## src/common/dprc_regs.vh

```
// Register map and timing constants for the downstream port reset controller.
// Assumes a 32-bit APB slave with byte addresses and one word per register.
`ifndef DPRC_REGS_VH
`define DPRC_REGS_VH

// Byte offsets
`define DPRC_OFF_SWITCH_CONTROL_REG       12'h000
`define DPRC_OFF_UP_BRIDGE   12'h004
`define DPRC_OFF_DN_BRIDGE   12'h008
`define DPRC_OFF_SLOT_CTRL   12'h00c
`define DPRC_OFF_HP_CFG      12'h010
`define DPRC_OFF_STATUS      12'h014
`define DPRC_OFF_PIN_FUNC    12'h018
`define DPRC_OFF_TICK        12'h01c
`define DPRC_OFF_DN_SCRATCH  12'h020

// Field positions
`define DPRC_SWITCH_CONTROL_REG_HOT_RESET_BIT 0
`define DPRC_MODE_LSB            0
`define DPRC_POWER_TO_RESET_DELAY_LSB         8
`define DPRC_RESET_TO_POWER_DELAY_LSB         16
`define DPRC_DELAY_W             8

// Reset values
`define DPRC_HP_CFG_RESET    32'h0000_0000
`define DPRC_TICK_RESET      16'h00f9
`define DPRC_SCRATCH_RESET   32'h0000_0000

// Reset output modes
`define DPRC_MODE_PWR_EN     2'h0
`define DPRC_MODE_PWR_GOOD   2'h1
`define DPRC_MODE_HOT_RESET  2'h2

// Timing
`define DPRC_CLK_MHZ         250
`define DPRC_MIN_PULSE_US    200
`define DPRC_MIN_PULSE_CYC   (`DPRC_MIN_PULSE_US * `DPRC_CLK_MHZ)

`endif

```

## src/logic/dprc_reset_ctrl.v

```verilog
// Downstream port reset controller: secondary bus resets and per-port reset outputs.
// Assumes APB from the host on i_core_clk; slot power good and link state are
// asynchronous and are synchronised here.
// Operation
// Upstream bridge reset bit starts upstream reset
// Linked-up downstream ports send hot-reset TS1
// Upstream reset restores non-sticky downstream fields
// Drop downstream queues, reset downstream logic
// Hold downstream ports until bit clears
// Upstream link and Type 0 config unaffected
// Upstream secondary-side packets become unsupported
// SMBus reads default, writes discarded during reset
// Downstream reset: TS1, drop, wait, resume
// Other ports run; reset port gets unsupported
// Reset outputs undriven until pin function set
// Reset output asserts at least 200 us
// Mode field selects reset output behaviour
// Power-enable mode: reset follows slot power
// Power on: enable, then delayed reset negate
// Power off: reset first, then delayed disable
// Power-good mode: negate after good plus delay
// Power-good loss asserts reset at once
// Hot-reset mode: hot or bus resets assert
// Hot-reset hold: longer of cause, 200 us
// Hot reset bit raises switch hot reset
// Own mode encoding and tick unit delays
`timescale 1ns/10ps
`include "dprc_regs.vh"

module dprc_reset_ctrl #(
  parameter NPORTS    = 4,
  parameter MIN_PULSE = `DPRC_MIN_PULSE_CYC
) (
  input  wire              i_core_clk,
  input  wire              i_rst_n,
  input  wire              i_psel,
  input  wire              i_penable,
  input  wire              i_pwrite,
  input  wire [11:0]       i_paddr,
  input  wire [31:0]       i_pwdata,
  output wire              o_pready,
  output reg  [31:0]       o_prdata,
  output wire              o_pslverr,
  input  wire              i_smb_sel,
  input  wire              i_smb_write,
  input  wire [11:0]       i_smb_addr,
  input  wire [31:0]       i_smb_wdata,
  output reg  [31:0]       o_smb_rdata,
  input  wire              i_ext_hot_reset,
  input  wire [NPORTS-1:0] i_link_up,
  input  wire [NPORTS-1:0] i_slot_power_good_n,
  output reg  [NPORTS-1:0] o_port_reset_out_n,
  output reg  [NPORTS-1:0] o_port_reset_oe_n,
  output reg  [NPORTS-1:0] o_slot_power_enable_out,
  output reg  [NPORTS-1:0] o_send_hot_reset_ts1,
  output reg  [NPORTS-1:0] o_drop_queued,
  output reg  [NPORTS-1:0] o_port_logic_reset,
  output reg  [NPORTS-1:0] o_secondary_ur,
  output reg               o_switch_hot_reset
);

  localparam ST_OFF    = 2'h0;
  localparam ST_PWRUP  = 2'h1;
  localparam ST_ON     = 2'h2;
  localparam ST_PWRDN  = 2'h3;
  localparam PW        = 24;

  reg  [NPORTS-1:0] pg_meta;
  reg  [NPORTS-1:0] pg_n;
  reg  [NPORTS-1:0] lu_meta;
  reg  [NPORTS-1:0] link_up;
  reg               up_sbr;
  reg  [NPORTS-1:0] dn_sbr;
  reg  [NPORTS-1:0] power_off_ctl;
  reg  [NPORTS-1:0] pin_func;
  reg  [31:0]       hp_cfg;
  reg  [15:0]       tick_div;
  reg  [31:0]       dn_scratch;
  reg               hot_pend;
  reg               hot_done;
  reg  [15:0]       tick_cnt;
  reg               tick;
  reg  [1:0]        pst [0:NPORTS-1];
  reg  [7:0]        dly [0:NPORTS-1];
  reg  [PW-1:0]     pulse [0:NPORTS-1];
  reg  [NPORTS-1:0] rst_asrt;
  reg  [NPORTS-1:0] next_rst_asrt;
  reg  [NPORTS-1:0] hot_cause;
  reg  [31:0]       status_word;
  reg  [NPORTS-1:0] next_pwr_en;
  integer           p;
  integer           q;

  wire [1:0] mode    = hp_cfg[`DPRC_MODE_LSB +: 2];
  wire [7:0] power_to_reset_delay = hp_cfg[`DPRC_POWER_TO_RESET_DELAY_LSB +: `DPRC_DELAY_W];
  wire [7:0] reset_to_power_delay = hp_cfg[`DPRC_RESET_TO_POWER_DELAY_LSB +: `DPRC_DELAY_W];
  wire       apb_wr  = i_psel & i_penable & i_pwrite;
  wire       hot_any = o_switch_hot_reset | i_ext_hot_reset;

  // Config accesses always complete, zero wait
  assign o_pready  = 1'b1;
  assign o_pslverr = 1'b0;

  always @(posedge i_core_clk) begin
    pg_meta <= i_slot_power_good_n;
    pg_n    <= pg_meta;
    lu_meta <= i_link_up;
    link_up <= lu_meta;
  end

  always @* begin
    status_word = 32'h0000_0000;
    status_word[NPORTS-1:0]        = ~rst_asrt;
    status_word[8 +: NPORTS]       = o_slot_power_enable_out;
    status_word[16 +: NPORTS]      = ~pg_n;
    status_word[24 +: NPORTS]      = link_up;
  end

  always @* begin
    case (i_paddr)
      `DPRC_OFF_SWITCH_CONTROL_REG:      o_prdata = {31'h0, hot_pend | o_switch_hot_reset};
      `DPRC_OFF_UP_BRIDGE:  o_prdata = {31'h0, up_sbr};
      `DPRC_OFF_DN_BRIDGE:  o_prdata = {{(32-NPORTS){1'b0}}, dn_sbr};
      `DPRC_OFF_SLOT_CTRL:  o_prdata = {{(32-NPORTS){1'b0}}, power_off_ctl};
      `DPRC_OFF_HP_CFG:     o_prdata = hp_cfg;
      `DPRC_OFF_STATUS:     o_prdata = status_word;
      `DPRC_OFF_PIN_FUNC:   o_prdata = {{(32-NPORTS){1'b0}}, pin_func};
      `DPRC_OFF_TICK:       o_prdata = {16'h0, tick_div};
      `DPRC_OFF_DN_SCRATCH: o_prdata = dn_scratch;
      default:              o_prdata = 32'h0000_0000;
    endcase
  end

  // Default value while downstream registers are reset
  always @* begin
    if (i_smb_addr == `DPRC_OFF_DN_SCRATCH) begin
      o_smb_rdata = up_sbr ? `DPRC_SCRATCH_RESET : dn_scratch;
    end else begin
      o_smb_rdata = (i_smb_addr == `DPRC_OFF_HP_CFG) ? hp_cfg : 32'h0000_0000;
    end
  end

  always @(posedge i_core_clk) begin
    if (!i_rst_n) begin
      up_sbr        <= 1'b0;
      dn_sbr        <= {NPORTS{1'b0}};
      power_off_ctl <= {NPORTS{1'b1}};
      pin_func      <= {NPORTS{1'b0}};
      hp_cfg        <= `DPRC_HP_CFG_RESET;
      tick_div      <= `DPRC_TICK_RESET;
      dn_scratch    <= `DPRC_SCRATCH_RESET;
      hot_pend      <= 1'b0;
    end else begin
      // Hot reset after the completion
      if (apb_wr && i_paddr == `DPRC_OFF_SWITCH_CONTROL_REG && i_pwdata[`DPRC_SWITCH_CONTROL_REG_HOT_RESET_BIT]) begin
        hot_pend <= 1'b1;
      end else if (hot_done) begin
        hot_pend <= 1'b0;
      end
      // Upstream bridge reset bit
      if (apb_wr && i_paddr == `DPRC_OFF_UP_BRIDGE) begin
        up_sbr <= i_pwdata[0];
      end
      // Per-port bridge reset bit
      if (apb_wr && i_paddr == `DPRC_OFF_DN_BRIDGE) begin
        dn_sbr <= i_pwdata[NPORTS-1:0];
      end
      if (apb_wr && i_paddr == `DPRC_OFF_SLOT_CTRL) begin
        power_off_ctl <= i_pwdata[NPORTS-1:0];
      end
      // Mode and delay fields
      if (apb_wr && i_paddr == `DPRC_OFF_HP_CFG) begin
        hp_cfg <= i_pwdata;
      end
      if (apb_wr && i_paddr == `DPRC_OFF_PIN_FUNC) begin
        pin_func <= i_pwdata[NPORTS-1:0];
      end
      if (apb_wr && i_paddr == `DPRC_OFF_TICK) begin
        tick_div <= i_pwdata[15:0];
      end
      // Non-sticky downstream field restored; SMBus write dropped
      if (up_sbr) begin
        dn_scratch <= `DPRC_SCRATCH_RESET;
      end else if (apb_wr && i_paddr == `DPRC_OFF_DN_SCRATCH) begin
        dn_scratch <= i_pwdata;
      end else if (i_smb_sel && i_smb_write && i_smb_addr == `DPRC_OFF_DN_SCRATCH) begin
        dn_scratch <= i_smb_wdata;
      end
    end
  end

  // One pulse per request; hot_done blocks a repeat before pend clears
  always @(posedge i_core_clk) begin
    if (!i_rst_n) begin
      o_switch_hot_reset <= 1'b0;
      hot_done           <= 1'b0;
    end else begin
      o_switch_hot_reset <= hot_pend & ~o_switch_hot_reset & ~hot_done;
      hot_done           <= o_switch_hot_reset;
    end
  end

  // Delay tick, one pulse every tick_div+1 cycles
  always @(posedge i_core_clk) begin
    if (!i_rst_n) begin
      tick_cnt <= 16'h0000;
      tick     <= 1'b0;
    end else if (tick_cnt >= tick_div) begin
      tick_cnt <= 16'h0000;
      tick     <= 1'b1;
    end else begin
      tick_cnt <= tick_cnt + 16'h0001;
      tick     <= 1'b0;
    end
  end

  // Per-port secondary reset actions
  always @(posedge i_core_clk) begin
    if (!i_rst_n) begin
      o_send_hot_reset_ts1 <= {NPORTS{1'b0}};
      o_drop_queued        <= {NPORTS{1'b0}};
      o_port_logic_reset   <= {NPORTS{1'b0}};
      o_secondary_ur       <= {NPORTS{1'b0}};
    end else begin
      o_send_hot_reset_ts1 <= ({NPORTS{up_sbr}} | dn_sbr) & link_up;
      o_drop_queued        <= {NPORTS{up_sbr}} | dn_sbr;
      o_port_logic_reset   <= {NPORTS{up_sbr}};
      o_secondary_ur       <= {NPORTS{up_sbr}} | dn_sbr;
    end
  end

  // Causes of a hot-reset mode assertion
  always @* begin
    hot_cause = {NPORTS{hot_any | up_sbr}} | dn_sbr;
  end

  // Slot power sequencing per port
  always @(posedge i_core_clk) begin
    if (!i_rst_n) begin
      for (p = 0; p < NPORTS; p = p + 1) begin
        pst[p]   <= ST_OFF;
        dly[p]   <= 8'h00;
        // Reset-time assertion also counts
        pulse[p] <= MIN_PULSE[PW-1:0];
      end
      rst_asrt                <= {NPORTS{1'b1}};
      o_slot_power_enable_out <= {NPORTS{1'b0}};
    end else begin
      rst_asrt                <= next_rst_asrt;
      o_slot_power_enable_out <= next_pwr_en;
      for (p = 0; p < NPORTS; p = p + 1) begin
        // Minimum pulse counter
        if (next_rst_asrt[p] && !rst_asrt[p]) begin
          pulse[p] <= MIN_PULSE[PW-1:0];
        end else if (pulse[p] != {PW{1'b0}}) begin
          pulse[p] <= pulse[p] - {{(PW-1){1'b0}}, 1'b1};
        end
        case (pst[p])
          ST_OFF: begin
            // Power enable then delay
            if (!power_off_ctl[p]) begin
              pst[p] <= ST_PWRUP;
              dly[p] <= power_to_reset_delay;
            end
          end
          ST_PWRUP: begin
            if (power_off_ctl[p]) begin
              pst[p] <= ST_PWRDN;
              dly[p] <= reset_to_power_delay;
            end else if (mode == `DPRC_MODE_PWR_GOOD && pg_n[p]) begin
              // Count only from power good
              dly[p] <= power_to_reset_delay;
            end else if (dly[p] == 8'h00) begin
              pst[p] <= ST_ON;
            end else if (tick) begin
              dly[p] <= dly[p] - 8'h01;
            end
          end
          ST_ON: begin
            // Reset first, then delayed disable
            if (power_off_ctl[p]) begin
              pst[p] <= ST_PWRDN;
              dly[p] <= reset_to_power_delay;
            end
          end
          ST_PWRDN: begin
            if (dly[p] == 8'h00) begin
              pst[p] <= ST_OFF;
            end else if (tick) begin
              dly[p] <= dly[p] - 8'h01;
            end
          end
          default: begin
            pst[p] <= ST_OFF;
          end
        endcase
      end
    end
  end

  always @* begin
    for (q = 0; q < NPORTS; q = q + 1) begin
      next_pwr_en[q] = (pst[q] != ST_OFF);
      case (mode)
        // Reset follows slot power state
        `DPRC_MODE_PWR_EN:
          next_rst_asrt[q] = (pst[q] != ST_ON);
        // Power good loss asserts at once
        `DPRC_MODE_PWR_GOOD:
          next_rst_asrt[q] = (pst[q] != ST_ON) | pg_n[q];
        // Longer of cause and minimum pulse
        `DPRC_MODE_HOT_RESET:
          next_rst_asrt[q] = hot_cause[q];
        default:
          next_rst_asrt[q] = 1'b1;
      endcase
      // Stretch every assertion
      if (rst_asrt[q] && pulse[q] != {PW{1'b0}}) begin
        next_rst_asrt[q] = 1'b1;
      end
    end
  end

  // Driven only when pin function selected
  always @(posedge i_core_clk) begin
    if (!i_rst_n) begin
      o_port_reset_out_n <= {NPORTS{1'b1}};
      o_port_reset_oe_n  <= {NPORTS{1'b1}};
    end else begin
      o_port_reset_out_n <= ~rst_asrt;
      o_port_reset_oe_n  <= ~pin_func;
    end
  end

  // Upstream side has no hook here; link and config untouched

endmodule

```

## config.mk

```make
export PLATFORM = sky130hd
export DESIGN_NAME = dprc_reset_ctrl
export DESIGN_NICKNAME = d
export VERILOG_FILES = /design/src/logic/dprc_reset_ctrl.v
export VERILOG_INCLUDE_DIRS = /design/src /design/src/common
export SDC_FILE = /design/constraint.sdc
export NUM_CORES = 1
export LEC_CHECK = 0
export ABC_AREA = 1
export BUFFER_PORTS_ARGS = -buffer_cell sky130_fd_sc_hd__buf_2
export CAP_MARGIN = 40
export CORE_MARGIN = 2
export CORE_UTILIZATION = 54
export CTS_CLUSTER_SIZE = 28
export DETAILED_ROUTE_END_ITERATION = 8
export PLACE_DENSITY = 0.78
export SYNTH_ARGS = -nofsm -noshare
export SYNTH_HDL_FRONTEND = slang
export SYNTH_SLANG_ARGS = --single-unit
```

## constraint.sdc

```tcl
create_clock -name i_core_clk -period 2.6 [get_ports i_core_clk]
set_input_delay 0.52 -clock i_core_clk [delete_from_list [all_inputs] [get_ports i_core_clk]]
set_output_delay 0.52 -clock i_core_clk [all_outputs]
set_load 0.005 [all_outputs]
```

==> impl_metrics.toml <==
[global_routing]
grt_first_pass_wirelength_um = 76200
met2_usage = 0.476
busiest_layer = "met2"
first_global_vias = 15410
antenna_found_initial = 0
grt_max_degree = 65
grtUsageMet3 = 0.0527
track_usage = 0.285
overflow = 0
grt.met1_usage = 0.354

[routing]
dr.pass1.iters = 6
wire_per_inst_um = 16.7
drt_iter0_markers = 1246
vias_per_cell = 5.54
drc = 0
drtAntennaViolNets = 0
wl_um = 47800
vias = 15914

[finish]
regArea_um2 = 7170
nFillCells = 2711
stdcell_area_um2 = 19700
nets = 2580
final_common_cell = "nand2_1"
drive_above_1_share = 0.167
diodes = 0
multiInputGateArea_um2 = 8300
final_cell_mix = "nand2_1, nor2_1, inv_1"
final_core_util = 0.628
area_delta_synth_final_pct = 15.5

[clock_tree]
cts_buffers = 35
cts.sinks = 290
cts_setup_buffers = 0
ctsHoldBuffers = 0
cts-root-buf = "clkbuf_16"
clock_path_buffers = 3
cts_tree = "yes"
clk_latency_ns = 0.52
cts.repair.resized = 0
cts.htree.levels = 2
path_clk_slew_ns = 0.05

[logic_synthesis]
ys_warn_count = 0
synth_area_um2 = 17000
syn_avg_cell_area_um2 = 7.58
synthArstFlopShare = 0
ys_types = 50
yosysSeqAreaShare = 0.421
syn_nets = 2383
syn_inst = 2246
ys_ff_latch = 290
ys.flop_type = "dfxtp_1"
synth-edff-count = 136

[worst_setup_path]
critical_path_peak_fanout = 10
r2r-start = "pulse[1][0]$_SDFFCE_PN0P_"
cp_slowest_cell = "o221ai_1"
cp.required_ns = 2.08
worstPathCellList = "buf_2 -> nor2_1 -> nand2_2 -> nor2_4 -> nand2_2 -> nor2_4 -> inv_2 -> o221ai_1 -> buf_2"
critPathKind = "input port to output pin"
cp.arrival_ns = 1.96
cp-end-kind = "output pin"
slowest_delay_ns = 0.29
start_kind = "input port"
startpoint = "i_paddr[9]"

[timing]
min_period_over_period = 0.952
slew_viol_final = 0
tns_ns = 0
finalClockSkew_ns = 0.0208
hold_violations = 0
tightest_slew_ns = 0.655
rsz0062_at_grt = "false"
max_freq_ghz = 0.404
setup_viol = 0
fin_crit_ns = 2.48
max-slew-margin-rel = 0.562

[run_status]
status = "finished clean"

[placement]
place_congestion = 1.01
postPlaceCellArea_um2 = 18500
dpl.hpwl_um = 36000
port_buffers = 196

[power_and_ir_drop]
p_switching_uw = 3130
power_density_nw_per_um2 = 606
p_leak_uw = 0.00849
power_frac_seq = 0.439
swShare = 0.263
worst_ir_drop_vdd_mv = 0.531
finalPower_uw = 11900
internal-power_uw = 8780
comb_power_share = 0.124
p_clk_frac = 0.437

[floorplan]
placementRows = 65
core_um2 = 31300
dieArea_um2 = 33000
die-height_um = 182
ios = 199
die_w_um = 182
start_util = 0.544

[min_path]
hold_path_class = "input port to register"
min_from = "i_slot_power_good_n[1]"

[flow_run]
maxCapViolations = 0
-- area by class of cell --
type	count	area share
Inverter	301	0.0574
Multi-Input combinational cell	1580	0.422
Clock buffer	42	0.0474
Clock inverter	20	0.0143
Sequential cell	290	0.364
Timing Repair Buffer	235	0.0692
Tap cell	402	0.0256
-- cells in the mapped netlist (4+ instances only) --
| library cell | n | area (µm²) |
|---|---|---|
| dfxtp_1 | 154 | 3080 |
| clkbuf_1 | 28 | 105 |
| a21oi_1 | 94 | 470 |
| inv_2 | 9 | 33.8 |
| nor2_1 | 336 | 1260 |
| nand3_1 | 128 | 641 |
| o211ai_1 | 10 | 75.1 |
| edfxtp_1 | 136 | 4080 |
| nor2_4 | 34 | 383 |
| nand4_1 | 65 | 407 |
| buf_4 | 15 | 113 |
| o2111ai_1 | 4 | 35.0 |
| nand2_2 | 15 | 93.8 |
| buf_6 | 7 | 78.8 |
| nand3_2 | 7 | 70.1 |
| nand2_1 | 454 | 1700 |
| nor2_2 | 28 | 175 |
| nand3b_1 | 10 | 75.1 |
| o22ai_1 | 52 | 325 |
| xor2_1 | 64 | 561 |
| or2_2 | 6 | 37.5 |
| nor3_1 | 28 | 140 |
| nand2_4 | 9 | 101 |
| inv_1 | 292 | 1100 |
| nor3_2 | 4 | 40.0 |
| o221ai_1 | 16 | 140 |
| buf_2 | 20 | 100 |
| o21ai_0 | 120 | 601 |
| xnor2_1 | 38 | 333 |
| ha_1 | 33 | 413 |
-- stage by stage --
stage | cells | hold WS, ns | setup WS [ns]
finish | 2870 | 0.112 | 0.124
global route | 2870 | 0.101 | 0.0292
floorplan | 2246 | 0.310 | 0.0991
global placement | 2808 | 0.311 | 0.187
CTS | 2870 | 0.0918 | 0.112
detailed placement | 2808 | 0.317 | 0.116
-- power by group through the flow --
stage / Sequential [µW] / Clock [µW] / Combinational (µW)
detailed placement: 5320 / 0 / 1450
CTS: 5220 / 5260 / 1470
finish: 5230 / 5210 / 1480
global placement: 5310 / 0 / 1410
floorplan: 5260 / 0 / 1080
global route: 5250 / 5440 / 1670
-- layer usage --
metal	wire length, µm	share of wire
met5	0	0
met4	2330	0.049
met3	3710	0.078
met2	22300	0.47
met1	19500	0.41
-- path summary, 6_finish.rpt --
path | cells after the start | slack, ns | end
worst max-delay path | 9 | 0.12 | o_prdata[15]
worst min-delay path | 1 | 0.11 | pg_meta[1]$_DFF_P_
worst max register to register | 12 | 0.41 | pulse[1][10]$_SDFFCE_PN0P_
worst min register to register | 0 | 0.32 | link_up[2]$_DFF_P_
-- flip-flops by register name (all words and copies together), names as in the netlist, 8 cells and up --
name	count
dly	32
dn_scratch	32
hp_cfg	32
pst	8
pulse	96
tick_cnt	16
tick_div	16
-- critical path, delay by kind of cell --
family | cells | cell delay [ns]
buf+inv | 3 | 0.43
compound gates | 1 | 0.29
simple gates | 5 | 0.69
-- cell families (layout without fill, tap and decap cells) --
| group | Yosys count | in the layout | share of synthesized area |
|---|---|---|---|
| other cells | 2 | 2 | 0.000441 |
| fa+ha+maj | 33 | 33 | 0.0242 |
| xor+xnor | 102 | 102 | 0.0524 |
| buf+inv | 376 | 598 | 0.0926 |
| flops | 290 | 290 | 0.421 |
| simple gates | 1135 | 1135 | 0.308 |
| compound gates | 308 | 308 | 0.102 |
Power figures use the tool's default switching activity.
